--- src/verilog/cms_params.svh ---
/*
 * constants for the command-mode and sleep controller: command indices,
 * reset values, legal ranges and time bases.
 * assumes a 200 MHz ref_clk; included by bare name from package and modules.
 */
`ifndef CMS_PARAMS_SVH
`define CMS_PARAMS_SVH

// command indices of the settings and read-only values
`define CMS_IDX_CONFIG_CODE   4'h0
`define CMS_IDX_SUPPLY_MV     4'h1
`define CMS_IDX_LINK_MARGIN   4'h2
`define CMS_IDX_IDLE_TIMEOUT  4'h3
`define CMS_IDX_GUARD_TIME    4'h4
`define CMS_IDX_ESCAPE_CHAR   4'h5
`define CMS_IDX_SLEEP_MODE    4'h6
`define CMS_IDX_SLEEP_DUR     4'h7
`define CMS_IDX_SLEEP_OPT     4'h8
`define CMS_IDX_WAKE_DELAY    4'h9
`define CMS_IDX_AWAKE_WIN     4'ha
`define CMS_IDX_JOIN_WAIT     4'hb

// reset values
`define CMS_RST_IDLE_TIMEOUT  16'h0064
`define CMS_RST_GUARD_TIME    16'h03e8
`define CMS_RST_ESCAPE_CHAR   8'h2b
`define CMS_RST_SLEEP_MODE    8'h00
`define CMS_RST_SLEEP_DUR     24'h0000c8
`define CMS_RST_SLEEP_OPT     16'h0100
`define CMS_RST_WAKE_DELAY    16'h0000
`define CMS_RST_AWAKE_WIN     24'h0007d0
`define CMS_RST_JOIN_WAIT     24'h002710

// legal ranges
`define CMS_MIN_IDLE_TIMEOUT  32'h0000_0002
`define CMS_MAX_IDLE_TIMEOUT  32'h0000_1770
`define CMS_MIN_GUARD_TIME    32'h0000_0002
`define CMS_MAX_GUARD_TIME    32'h0000_0ce4
`define CMS_MIN_SLEEP_DUR     32'h0000_0001
`define CMS_MAX_SLEEP_DUR     32'h0083_d600
`define CMS_MAX_SLEEP_OPT     32'h0000_01ff
`define CMS_MAX_WAKE_DELAY    32'h0000_ffff
`define CMS_MIN_AWAKE_WIN     32'h0000_0001
`define CMS_MAX_AWAKE_WIN     32'h0036_ee80
`define CMS_MAX_ESCAPE_CHAR   32'h0000_00ff

// sleep mode codes and option bits
`define CMS_MODE_NONE         8'h00
`define CMS_MODE_PIN          8'h01
`define CMS_MODE_CYCLIC       8'h04
`define CMS_MODE_CYCLIC_PIN   8'h05
`define CMS_OPT_KEEP_ASSOC    6
`define CMS_OPT_NO_RESTART    8

// time bases
`define CMS_CLK_PERIOD_PS     5000
`define CMS_MS_PS             1000000000
`define CMS_MS_CYCLES         (`CMS_MS_PS / `CMS_CLK_PERIOD_PS)
`define CMS_IDLE_STEP_MS      100
`define CMS_SLEEP_STEP_MS     10
`define CMS_ESC_COUNT         3

`endif

--- src/verilog/cms_pkg.sv ---
/*
 * types shared by the command-mode and sleep controller.
 * assumes cms_params.svh is on the include path.
 */
`include "cms_params.svh"

package cms_pkg;

    typedef enum logic [1:0] {
        CMS_OP_READ  = 2'h0,
        CMS_OP_WRITE = 2'h1,
        CMS_OP_APPLY = 2'h2,
        CMS_OP_LEAVE = 2'h3
    } cms_op_e;

    typedef struct packed {
        cms_op_e     op;
        logic [3:0]  idx;
        logic [31:0] data;
    } cms_cmd_s;

    typedef struct packed {
        logic        ok;
        logic [31:0] data;
    } cms_rsp_s;

    typedef struct packed {
        logic [15:0] idle_timeout;
        logic [15:0] guard_time;
        logic [7:0]  escape_char;
        logic [7:0]  sleep_mode;
        logic [23:0] sleep_dur;
        logic [15:0] sleep_opt;
        logic [15:0] wake_delay;
        logic [23:0] awake_win;
        logic [23:0] join_wait;
    } cms_cfg_s;

endpackage : cms_pkg

--- src/verilog/cms_ctrl.sv ---
/*
 * command-mode entry/exit and sleep scheduling of a serial wireless module.
 * holds queued and active settings, reached through decoded commands.
 * assumes host characters arrive as same-clock strobes from the serial
 * receiver, and the command parser hands decoded commands in command mode.
 */
//
// Contract
// - command mode ends after idle timeout, 100 ms steps, 2..0x1770, reset 0x64.
// - pending settings are applied whenever command mode ends.
// - guard silence before and after escapes, 1 ms steps, max 0xce4, reset 0x3e8.
// - entry only on silence, three escape characters, silence; escape resets 0x2b.
// - sleep mode codes 0 none, 1 pin, 4 cyclic, 5 cyclic with pin wake.
// - option bit 0x40 keeps the association while asleep.
// - sleep lasts the sleep period in 10 ms units, 1..0x83d600, reset 0xc8.
// - option bit 0x100 set; new receptions never restart the wake timer.
// - nonzero host-wake delay holds serial output that many ms after wake.
// - any received host character stops the host-wake delay at once.
// - cyclic modes stay awake for the wake window, 1 ms units, not refreshed.
// - pending transmit or receive work finishes before sleep is entered; pin mode goes straight to the join wait without that drain.
// - wait up to the join limit for association before deep sleep.
// - a read-only two-byte code identifies the active configuration.
// - link margin reads back as 0..0xff in dB above sensitivity.
// - supply voltage reads back in millivolts.
// - writes are queued and take effect only on an apply event.
`timescale 1ns/1ps
`include "cms_params.svh"

module cms_ctrl
    import cms_pkg::*;
#(
    parameter int unsigned MS_CYCLES = `CMS_MS_CYCLES
) (
    input  wire logic        ref_clk,
    input  wire logic        reset,
    input  wire logic        rx_valid,
    input  wire logic [7:0]  rx_byte,
    output logic             data_valid,
    output logic [7:0]       data_byte,
    input  wire logic        cmd_valid,
    input  wire cms_cmd_s    cmd,
    output logic             rsp_valid,
    output cms_rsp_s         rsp,
    output logic             command_mode,
    output logic             apply_strobe,
    input  wire logic        sleep_rq_pin,
    input  wire logic        associated,
    input  wire logic        work_pending,
    input  wire logic [15:0] supply_mv_in,
    input  wire logic [7:0]  link_margin_in,
    output logic             asleep,
    output logic             keep_association,
    output logic             serial_hold
);

    typedef enum logic [4:0] {
        ESC_SILENCE = 5'b00001,
        ESC_ARMED   = 5'b00010,
        ESC_ONE     = 5'b00100,
        ESC_TWO     = 5'b01000,
        ESC_THREE   = 5'b10000
    } cms_esc_e;

    typedef enum logic [4:0] {
        SLP_RUN   = 5'b00001,
        SLP_WAKE  = 5'b00010,
        SLP_DRAIN = 5'b00100,
        SLP_JOIN  = 5'b01000,
        SLP_SLEEP = 5'b10000
    } cms_slp_e;

    // legal-value check for a write; bit 0x100 of the options is mandatory
    function automatic logic cms_legal(input logic [3:0] idx, input logic [31:0] v);
        unique case (idx)
            `CMS_IDX_IDLE_TIMEOUT:
                cms_legal = v >= `CMS_MIN_IDLE_TIMEOUT && v <= `CMS_MAX_IDLE_TIMEOUT;
            `CMS_IDX_GUARD_TIME:
                cms_legal = v >= `CMS_MIN_GUARD_TIME && v <= `CMS_MAX_GUARD_TIME;
            `CMS_IDX_ESCAPE_CHAR:
                cms_legal = v <= `CMS_MAX_ESCAPE_CHAR;
            `CMS_IDX_SLEEP_MODE:
                cms_legal = v[31:8] == 24'h0 && (v[7:0] == `CMS_MODE_NONE
                            || v[7:0] == `CMS_MODE_PIN || v[7:0] == `CMS_MODE_CYCLIC
                            || v[7:0] == `CMS_MODE_CYCLIC_PIN);
            `CMS_IDX_SLEEP_DUR:
                cms_legal = v >= `CMS_MIN_SLEEP_DUR && v <= `CMS_MAX_SLEEP_DUR;
            `CMS_IDX_SLEEP_OPT:
                cms_legal = v <= `CMS_MAX_SLEEP_OPT && v[`CMS_OPT_NO_RESTART];
            `CMS_IDX_WAKE_DELAY:
                cms_legal = v <= `CMS_MAX_WAKE_DELAY;
            `CMS_IDX_AWAKE_WIN, `CMS_IDX_JOIN_WAIT:
                cms_legal = v >= `CMS_MIN_AWAKE_WIN && v <= `CMS_MAX_AWAKE_WIN;
            default:
                cms_legal = 1'b0;
        endcase
    endfunction : cms_legal

    localparam cms_cfg_s CFG_RESET = '{
        idle_timeout: `CMS_RST_IDLE_TIMEOUT,
        guard_time:   `CMS_RST_GUARD_TIME,
        escape_char:  `CMS_RST_ESCAPE_CHAR,
        sleep_mode:   `CMS_RST_SLEEP_MODE,
        sleep_dur:    `CMS_RST_SLEEP_DUR,
        sleep_opt:    `CMS_RST_SLEEP_OPT,
        wake_delay:   `CMS_RST_WAKE_DELAY,
        awake_win:    `CMS_RST_AWAKE_WIN,
        join_wait:    `CMS_RST_JOIN_WAIT
    };

    logic        tick;
    cms_cfg_s    pending;
    cms_cfg_s    active;
    cms_esc_e    esc_state;
    cms_esc_e    next_esc_state;
    cms_slp_e    slp_state;
    cms_slp_e    next_slp_state;
    logic [15:0] silence_ms;
    logic [19:0] idle_ms;
    logic [31:0] phase_ms;
    logic [15:0] hold_ms;
    logic        pin_s1;
    logic        pin_s2;
    logic        pin_s3;
    logic        pin_sleep;
    logic        pin_sleep_q;
    logic        cmd_take;
    logic        idle_expired;
    logic        leave_now;
    logic        apply_now;
    logic        enter_cmd;
    logic        cyclic;
    logic [15:0] config_code;

    cms_ms_tick #(
        .CYCLES (MS_CYCLES)
    ) u_tick (
        .ref_clk (ref_clk),
        .reset   (reset),
        .tick    (tick)
    );

    // pin sleep request: three stages, level taken once stages two and three agree
    always_ff @(posedge ref_clk) begin
        if (reset) begin
            pin_s1    <= 1'b0;
            pin_s2    <= 1'b0;
            pin_s3    <= 1'b0;
            pin_sleep <= 1'b0;
        end else begin
            pin_s1 <= sleep_rq_pin;
            pin_s2 <= pin_s1;
            pin_s3 <= pin_s2;
            if (pin_s2 == pin_s3) begin
                pin_sleep <= pin_s3;
            end
        end
    end

    always_ff @(posedge ref_clk) begin
        pin_sleep_q <= reset ? 1'b0 : pin_sleep;
    end

    // escape sequence detection
    always_ff @(posedge ref_clk) begin
        if (reset || rx_valid) begin
            silence_ms <= 16'h0;
        end else if (tick && silence_ms != 16'hffff) begin
            silence_ms <= silence_ms + 16'h1;
        end
    end

    always_comb begin
        next_esc_state = esc_state;
        enter_cmd      = 1'b0;
        if (command_mode) begin
            next_esc_state = ESC_SILENCE;
        end else begin
            unique case (esc_state)
                ESC_SILENCE: begin
                    if (!rx_valid && silence_ms >= active.guard_time) begin
                        next_esc_state = ESC_ARMED;
                    end
                end
                ESC_ARMED: begin
                    if (rx_valid) begin
                        next_esc_state = (rx_byte == active.escape_char) ? ESC_ONE
                                                                         : ESC_SILENCE;
                    end
                end
                ESC_ONE, ESC_TWO: begin
                    if (rx_valid) begin
                        if (rx_byte != active.escape_char) begin
                            next_esc_state = ESC_SILENCE;
                        end else begin
                            next_esc_state = (esc_state == ESC_ONE) ? ESC_TWO : ESC_THREE;
                        end
                    end
                end
                ESC_THREE: begin
                    if (rx_valid) begin
                        next_esc_state = ESC_SILENCE;
                    end else if (silence_ms >= active.guard_time) begin
                        next_esc_state = ESC_SILENCE;
                        enter_cmd      = 1'b1;
                    end
                end
            endcase
        end
    end

    always_ff @(posedge ref_clk) begin
        esc_state <= reset ? ESC_SILENCE : next_esc_state;
    end

    // characters outside command mode pass on as data, escapes included
    always_ff @(posedge ref_clk) begin
        if (reset) begin
            data_valid <= 1'b0;
            data_byte  <= 8'h0;
        end else begin
            data_valid <= rx_valid && !command_mode;
            if (rx_valid) begin
                data_byte <= rx_byte;
            end
        end
    end

    // command mode, idle timeout and apply events
    assign cmd_take     = cmd_valid && command_mode;
    assign idle_expired = idle_ms >= 20'(active.idle_timeout * `CMS_IDLE_STEP_MS);
    assign leave_now    = command_mode && (idle_expired
                          || (cmd_take && cmd.op == CMS_OP_LEAVE));
    assign apply_now    = leave_now || (cmd_take && cmd.op == CMS_OP_APPLY);

    always_ff @(posedge ref_clk) begin
        if (reset) begin
            command_mode <= 1'b0;
        end else if (leave_now) begin
            command_mode <= 1'b0;
        end else if (enter_cmd) begin
            command_mode <= 1'b1;
        end
    end

    always_ff @(posedge ref_clk) begin
        if (reset || !command_mode || cmd_take) begin
            idle_ms <= 20'h0;
        end else if (tick) begin
            idle_ms <= idle_ms + 20'h1;
        end
    end

    always_ff @(posedge ref_clk) begin
        apply_strobe <= !reset && apply_now;
    end

    // queued and active settings
    always_ff @(posedge ref_clk) begin
        if (reset) begin
            pending <= CFG_RESET;
        end else if (cmd_take && cmd.op == CMS_OP_WRITE && cms_legal(cmd.idx, cmd.data)) begin
            unique case (cmd.idx)
                `CMS_IDX_IDLE_TIMEOUT: pending.idle_timeout <= cmd.data[15:0];
                `CMS_IDX_GUARD_TIME:   pending.guard_time   <= cmd.data[15:0];
                `CMS_IDX_ESCAPE_CHAR:  pending.escape_char  <= cmd.data[7:0];
                `CMS_IDX_SLEEP_MODE:   pending.sleep_mode   <= cmd.data[7:0];
                `CMS_IDX_SLEEP_DUR:    pending.sleep_dur    <= cmd.data[23:0];
                `CMS_IDX_SLEEP_OPT:    pending.sleep_opt    <= cmd.data[15:0];
                `CMS_IDX_WAKE_DELAY:   pending.wake_delay   <= cmd.data[15:0];
                `CMS_IDX_AWAKE_WIN:    pending.awake_win    <= cmd.data[23:0];
                default:               pending.join_wait    <= cmd.data[23:0];
            endcase
        end
    end

    always_ff @(posedge ref_clk) begin
        if (reset) begin
            active <= CFG_RESET;
        end else if (apply_now) begin
            active <= pending;
        end
    end

    // fold of the active settings; an applied setting change can leave it unchanged
    assign config_code = active.idle_timeout ^ active.guard_time
                       ^ {active.sleep_mode, active.escape_char}
                       ^ active.sleep_dur[23:8] ^ {active.sleep_dur[7:0], 8'h0}
                       ^ active.sleep_opt ^ active.wake_delay
                       ^ active.awake_win[23:8] ^ {active.awake_win[7:0], 8'h0}
                       ^ active.join_wait[23:8] ^ {active.join_wait[7:0], 8'h0};

    // responses: reads show active values, illegal writes answer not ok
    always_ff @(posedge ref_clk) begin
        if (reset) begin
            rsp_valid <= 1'b0;
            rsp       <= '0;
        end else begin
            rsp_valid <= cmd_take;
            if (cmd_take) begin
                rsp.ok   <= 1'b1;
                rsp.data <= 32'h0;
                if (cmd.op == CMS_OP_WRITE) begin
                    rsp.ok <= cms_legal(cmd.idx, cmd.data);
                end else if (cmd.op == CMS_OP_READ) begin
                    unique case (cmd.idx)
                        `CMS_IDX_CONFIG_CODE:  rsp.data <= {16'h0, config_code};
                        `CMS_IDX_SUPPLY_MV:    rsp.data <= {16'h0, supply_mv_in};
                        `CMS_IDX_LINK_MARGIN:  rsp.data <= {24'h0, link_margin_in};
                        `CMS_IDX_IDLE_TIMEOUT: rsp.data <= {16'h0, active.idle_timeout};
                        `CMS_IDX_GUARD_TIME:   rsp.data <= {16'h0, active.guard_time};
                        `CMS_IDX_ESCAPE_CHAR:  rsp.data <= {24'h0, active.escape_char};
                        `CMS_IDX_SLEEP_MODE:   rsp.data <= {24'h0, active.sleep_mode};
                        `CMS_IDX_SLEEP_DUR:    rsp.data <= {8'h0, active.sleep_dur};
                        `CMS_IDX_SLEEP_OPT:    rsp.data <= {16'h0, active.sleep_opt};
                        `CMS_IDX_WAKE_DELAY:   rsp.data <= {16'h0, active.wake_delay};
                        `CMS_IDX_AWAKE_WIN:    rsp.data <= {8'h0, active.awake_win};
                        `CMS_IDX_JOIN_WAIT:    rsp.data <= {8'h0, active.join_wait};
                        default:               rsp.ok   <= 1'b0;
                    endcase
                end
            end
        end
    end

    // sleep scheduling; phase_ms restarts only on a state change, never on data
    assign cyclic = active.sleep_mode == `CMS_MODE_CYCLIC
                 || active.sleep_mode == `CMS_MODE_CYCLIC_PIN;

    always_comb begin
        next_slp_state = slp_state;
        unique case (slp_state)
            SLP_RUN: begin
                if (cyclic) begin
                    next_slp_state = SLP_WAKE;
                end else if (active.sleep_mode == `CMS_MODE_PIN && pin_sleep) begin
                    next_slp_state = SLP_JOIN;
                end
            end
            SLP_WAKE: begin
                if (!cyclic) begin
                    next_slp_state = SLP_RUN;
                end else if (phase_ms >= {8'h0, active.awake_win}) begin
                    next_slp_state = work_pending ? SLP_DRAIN : SLP_JOIN;
                end
            end
            SLP_DRAIN: begin
                if (!work_pending) begin
                    next_slp_state = SLP_JOIN;
                end
            end
            SLP_JOIN: begin
                if (associated || phase_ms >= {8'h0, active.join_wait}) begin
                    next_slp_state = SLP_SLEEP;
                end
            end
            SLP_SLEEP: begin
                if (active.sleep_mode == `CMS_MODE_NONE) begin
                    next_slp_state = SLP_RUN;
                end else if (active.sleep_mode == `CMS_MODE_PIN) begin
                    next_slp_state = pin_sleep ? SLP_SLEEP : SLP_RUN;
                end else if (phase_ms >= 32'(active.sleep_dur * `CMS_SLEEP_STEP_MS)
                             || (active.sleep_mode == `CMS_MODE_CYCLIC_PIN
                                 && pin_sleep_q && !pin_sleep)) begin
                    next_slp_state = SLP_WAKE;
                end
            end
        endcase
    end

    always_ff @(posedge ref_clk) begin
        slp_state <= reset ? SLP_RUN : next_slp_state;
    end

    always_ff @(posedge ref_clk) begin
        if (reset || next_slp_state != slp_state) begin
            phase_ms <= 32'h0;
        end else if (tick && phase_ms != 32'hffff_ffff) begin
            phase_ms <= phase_ms + 32'h1;
        end
    end

    always_ff @(posedge ref_clk) begin
        if (reset) begin
            asleep           <= 1'b0;
            keep_association <= 1'b0;
        end else begin
            asleep           <= next_slp_state == SLP_SLEEP;
            keep_association <= next_slp_state == SLP_SLEEP
                                && active.sleep_opt[`CMS_OPT_KEEP_ASSOC];
        end
    end

    // host-wake delay after leaving sleep
    always_ff @(posedge ref_clk) begin
        if (reset) begin
            serial_hold <= 1'b0;
            hold_ms     <= 16'h0;
        end else if (slp_state == SLP_SLEEP && next_slp_state != SLP_SLEEP) begin
            serial_hold <= active.wake_delay != 16'h0 && !rx_valid;
            hold_ms     <= 16'h0;
        end else if (rx_valid) begin
            serial_hold <= 1'b0;
        end else if (serial_hold && tick) begin
            hold_ms <= hold_ms + 16'h1;
            if (hold_ms + 16'h1 >= active.wake_delay) begin
                serial_hold <= 1'b0;
            end
        end
    end

endmodule : cms_ctrl

--- src/verilog/cms_ms_tick.sv ---
/*
 * millisecond time base: one-cycle pulse every CYCLES clocks.
 * assumes a free-running ref_clk; simulation may shorten CYCLES.
 */
`timescale 1ns/1ps
`include "cms_params.svh"

module cms_ms_tick
    import cms_pkg::*;
#(
    parameter int unsigned CYCLES = `CMS_MS_CYCLES
) (
    input  wire logic ref_clk,
    input  wire logic reset,
    output logic      tick
);

    logic [31:0] count;

    always_ff @(posedge ref_clk) begin
        if (reset || count == CYCLES - 1) begin
            count <= 32'h0;
        end else begin
            count <= count + 32'h1;
        end
    end

    always_ff @(posedge ref_clk) begin
        tick <= !reset && (count == CYCLES - 1);
    end

endmodule : cms_ms_tick

--- config.mk ---
export PLATFORM = sky130hd
export DESIGN_NAME = cms_ctrl
export DESIGN_NICKNAME = d
export VERILOG_FILES = /design/src/verilog/cms_pkg.sv /design/src/verilog/cms_ctrl.sv /design/src/verilog/cms_ms_tick.sv
export VERILOG_INCLUDE_DIRS = /design/src /design/src/verilog
export SDC_FILE = /design/constraint.sdc
export NUM_CORES = 1
export LEC_CHECK = 0
export ABC_CLOCK_PERIOD_IN_PS = 16000
export BUFFER_PORTS_ARGS = -buffer_cell sky130_fd_sc_hd__buf_2
export CORE_UTILIZATION = 25
export DETAILED_ROUTE_END_ITERATION = 8
export GPL_TIMING_DRIVEN = 0
export HOLD_SLACK_MARGIN = 0.06
export SYNTH_ARGS = -nofsm -noshare
export SYNTH_HDL_FRONTEND = slang
export SYNTH_HIERARCHICAL = 1
export SYNTH_SLANG_ARGS = --single-unit
--- constraint.sdc ---
create_clock -name ref_clk -period 16 [get_ports ref_clk]
set_input_delay 1.6 -clock ref_clk [delete_from_list [all_inputs] [get_ports ref_clk]]
set_output_delay 1.6 -clock ref_clk [all_outputs]
set_load 0.005 [all_outputs]
==> results.yml <==
cells_and_area:
  drive_gt1_share_pct: 7.70
  fill_cells: 11229
  nets: 3627
  fin_area_um2: 30600
  syn_to_final_growth_pct: 15.5
drt:
  avgViaCountPerCell: 5.04
  wl_mm: 102
  drt_first_pass_iters: 5
  ant_nets: 0
  wire_per_inst_um: 21.4
  drc: 0
  vias: 23962
  drt_iter0_drc: 2197
setup_path:
  cp_data_arrival_time_ns: 7.70
  path_max_fanout: 10
  ff2ff_path_depth: 22
  ff2ff_setup_slack_ns: 8.80
  critPathRequiredTime_ns: 16.50
  crit_path_start_kind: "register"
  timing.rr.end: "hold_ms[10]$_SDFFE_PP0P_"
  setup.worst_path.class: "reg -> reg"
  cp-end-kind: "register"
  r2r_start: "active[83]$_SDFFE_PP1N_"
sta:
  rsz0062_at_grt: "false"
  fin_crit_ns: 7.20
  hold_viol_final: 0
  finClkSkew_ns: 0.0178
  tns_ns: 0
  setup_viol: 0
  relSlewSlack_pct: 8.40
  tightest_slew_ns: 1.37
  timing.final.crit_share_pct: 45.0
  fmax_mhz: 139
  slew_viol_final: 0
logic_synthesis:
  synth_flop_cell: "dfxtp_1"
  synth-xor-area-share_pct: 9.28
  synth.distinct_cells: 75
  yosys_warnings: 6
  yosysMostFrequentCell: "dfxtp_1"
  yosys_register_bits: 476
  yosysTopAreaCell: "dfxtp_1"
  synth_mux_area_share_pct: 4.63
  avgSynthCellArea_um2: 8.40
  ys_seq_area_share_pct: 35.9
  synth_edf_count: 0
  synth_compound_area_share_pct: 14.1
  synth_area_leaders: "dfxtp_1, ha_1, xnor2_1, nand2_1, a21oi_1"
  synth_top_family_by_area: "simple AND/OR/NAND/NOR gates"
  synth.top_cell.area_share_pct: 35.9
  synthAdderAreaFrac_pct: 11.1
  synthSimpleGateAreaFrac_pct: 19.9
  async_flop_share_pct: 0
  netlist_instances: 3156
  netlist_area_um2: 26500
  ys_top_cells_by_count: "dfxtp_1, nand2_1, nor2_1"
power:
  p_int_w: 0.00196
  p_seq_share_pct: 46.1
  pwr-share-clk_pct: 49.8
  peakVddDrop_mv: 0.0998
  p_sw_w: 0.000617
  power.density_nw_per_um2: 84.2
  leakagePower_nw: 11.6
  sw_frac_of_total_pct: 23.9
  p_comb_share_pct: 4.1
placement:
  numPortBuffers: 103
  dp_hpwl_mm: 79.7
  placed_area_um2: 28800
  place_congestion: 1.01
floorplanning:
  std_cell_rows: 119
  coreArea_um2: 105000
  die_h_um: 328
  initial_core_util_pct: 25.2
  boundaryPins: 125
  die_area_um2: 107000
  die_w_um: 328
clock_tree:
  clkLatencyLatePin_ns: 0.62
  cts_hold_buf: 0
  cts_made_buffers: 52
  ctsResizeCount: 0
  htreeDepth: 2
  clk_pin_slew_ns: 0.07
  cts_root_buffer: "clkbuf_16"
  clk_path_buf_depth: 3
  post_cts_buffers: 0
  cts.sinks: 476
  cts_tree: "done"
flow_run:
  cap_violations: 0
worst_hold_path:
  whs_endpoint: "active[105]$_SDFFE_PP0N_"
  whs_path_depth: 2
  hold_start: "pending[105]$_SDFFE_PP0P_"
  worstHoldPathType: "reg -> reg"
global_route:
  antenna_found_initial: 9
  grt_pass1_wl_mm: 148
  grt.overflow.total: 0
  grt_pass1_vias: 22305
  grt_usage_pct: 18.5
  grt_max_degree: 14
outcome:
  status: "finished clean"
==> placed cells by master, fill, tap and decap left out, drive strengths merged, types with 8 or more instances in the layout <==
| cell | synthesis | final |
|---|---|---|
| dfxtp | 476 | 476 |
| nand2 | 402 | 402 |
| nor2 | 346 | 346 |
| a21oi | 276 | 276 |
| ha | 217 | 217 |
| clkbuf | 123 | 197 |
| xnor2 | 187 | 187 |
| inv | 165 | 167 |
| buf | 40 | 144 |
| mux2i | 117 | 117 |
| xor2 | 94 | 94 |
| nor3 | 62 | 62 |
| nand3 | 56 | 56 |
| o21ai | 56 | 56 |
| a21o | 44 | 44 |
| nand4 | 40 | 40 |
| a221oi | 33 | 33 |
| and2 | 32 | 32 |
| a31oi | 29 | 29 |
| a211o | 25 | 25 |
| or4 | 23 | 23 |
| nor4 | 23 | 23 |
| a22oi | 22 | 22 |
| or3 | 21 | 21 |
| and3 | 20 | 20 |
| nand2b | 20 | 20 |
| o31ai | 20 | 20 |
| a22o | 18 | 18 |
| and4 | 17 | 17 |
| nand3b | 16 | 16 |
| nor2b | 15 | 15 |
| fa | 12 | 12 |
| o21a | 11 | 11 |
| nor3b | 11 | 11 |
| a211oi | 10 | 10 |
| or2 | 10 | 10 |
| clkinv | 0 | 10 |
| conb | 1 | 8 |
==> area by class of cell <==
class / count / area [µm²] / share of cell area, %
inverters: 165 / 619 / 2.02
clock buffers: 74 / 1540 / 5.01
plain buffers: 163 / 707 / 2.31
well taps: 1391 / 1740 / 5.68
flip-flops and latches: 476 / 9530 / 31.1
diodes: 1 / 2.50 / 0.00817
repair buffers: 104 / 527 / 1.72
clock inverters: 21 / 263 / 0.858
multi-input cells: 2359 / 15700 / 51.3
==> critical path: stages, from the launching register on <==
cell and delay (ns):
dfxtp_1 0.61, ha_1 0.33, ha_1 0.22, fa_1 0.43
a211oi_1 0.24, nor2_1 0.11, o31a_1 0.28, o22a_1 0.27
a22oi_1 0.27, a21oi_1 0.18, a211o_1 0.28, a21oi_1 0.17
xor2_1 0.09, ha_1 0.30, nand4_1 0.13, nor4_1 0.62
o21ai_0 0.46, a31oi_1 0.43, nor3b_2 0.79, or2_2 0.23
clkbuf_1 0.27, buf_2 0.29, nor2_1 0.07
==> how the worst max path moves through the flow <==
stage	startpoint	end	slack, ns	depth (start not counted)
2_1_floorplan	active[139]$_SDFFE_PP0N_	active[104]$_SDFFE_PP0N_	10.79	25
3_3_place_gp	active[139]$_SDFFE_PP0N_	active[104]$_SDFFE_PP0N_	8.17	25
3_5_place_dp	active[139]$_SDFFE_PP0N_	active[46]$_SDFFE_PP0N_	8.94	26
4_1_cts	active[139]$_SDFFE_PP0N_	active[46]$_SDFFE_PP0N_	8.90	26
5_1_grt	active[139]$_SDFFE_PP0N_	active[46]$_SDFFE_PP0N_	8.53	26
6_report	active[83]$_SDFFE_PP1N_	hold_ms[10]$_SDFFE_PP0P_	8.80	22
==> flip-flops by register name, indices dropped and copies added (netlist names), 8 cells and up <==
name,cells
phase_ms,32
rsp,25
idle_ms,20
pending,152
data_byte,8
hold_ms,16
u_tick/count,32
active,152
silence_ms,16
==> stage by stage <==
step | power, W | hold slack (ns) | cells | setup WS [ns] | util, %
after floorplan | 0.00126 | 0.414 | 3163 | 10.79 | -
after global placement | 0.00132 | 0.422 | 4657 | 8.17 | 27.4
after detailed placement | 0.00132 | 0.430 | 4658 | 8.94 | 27.4
after CTS | 0.00259 | 0.441 | 4753 | 8.90 | 29.1
after global routing | 0.00264 | 0.461 | 4753 | 8.53 | 29.1
final | 0.00258 | 0.438 | 4754 | 8.80 | 29.1
==> power groups by stage <==
stage | registers [W] | clock network (W) | logic [W]
after floorplan | 0.00122 | 0 | 0.0000486
after global placement | 0.00122 | 0 | 0.000101
after detailed placement | 0.00122 | 0 | 0.000101
after CTS | 0.00119 | 0.00130 | 0.000102
after global routing | 0.00119 | 0.00135 | 0.000108
final | 0.00119 | 0.00129 | 0.000105
==> kinds of logic after synthesis <==
| family | after synthesis |
|---|---|
| flops | 476 |
| other cells | 1 |
| xor+xnor | 281 |
| buf+inv | 328 |
| mux | 122 |
| fa+ha+maj | 229 |
| simple gates | 1130 |
| compound gates | 589 |
==> per-layer routing <==
layer	part of all wire [%]	track usage, %	wire length (µm)
met5	0.066	0	67
met4	4.9	8.39	4960
met3	8.7	3.44	8850
met2	42	27.6	42400
met1	45	25.6	45600
(Power assumes the default switching activity.)
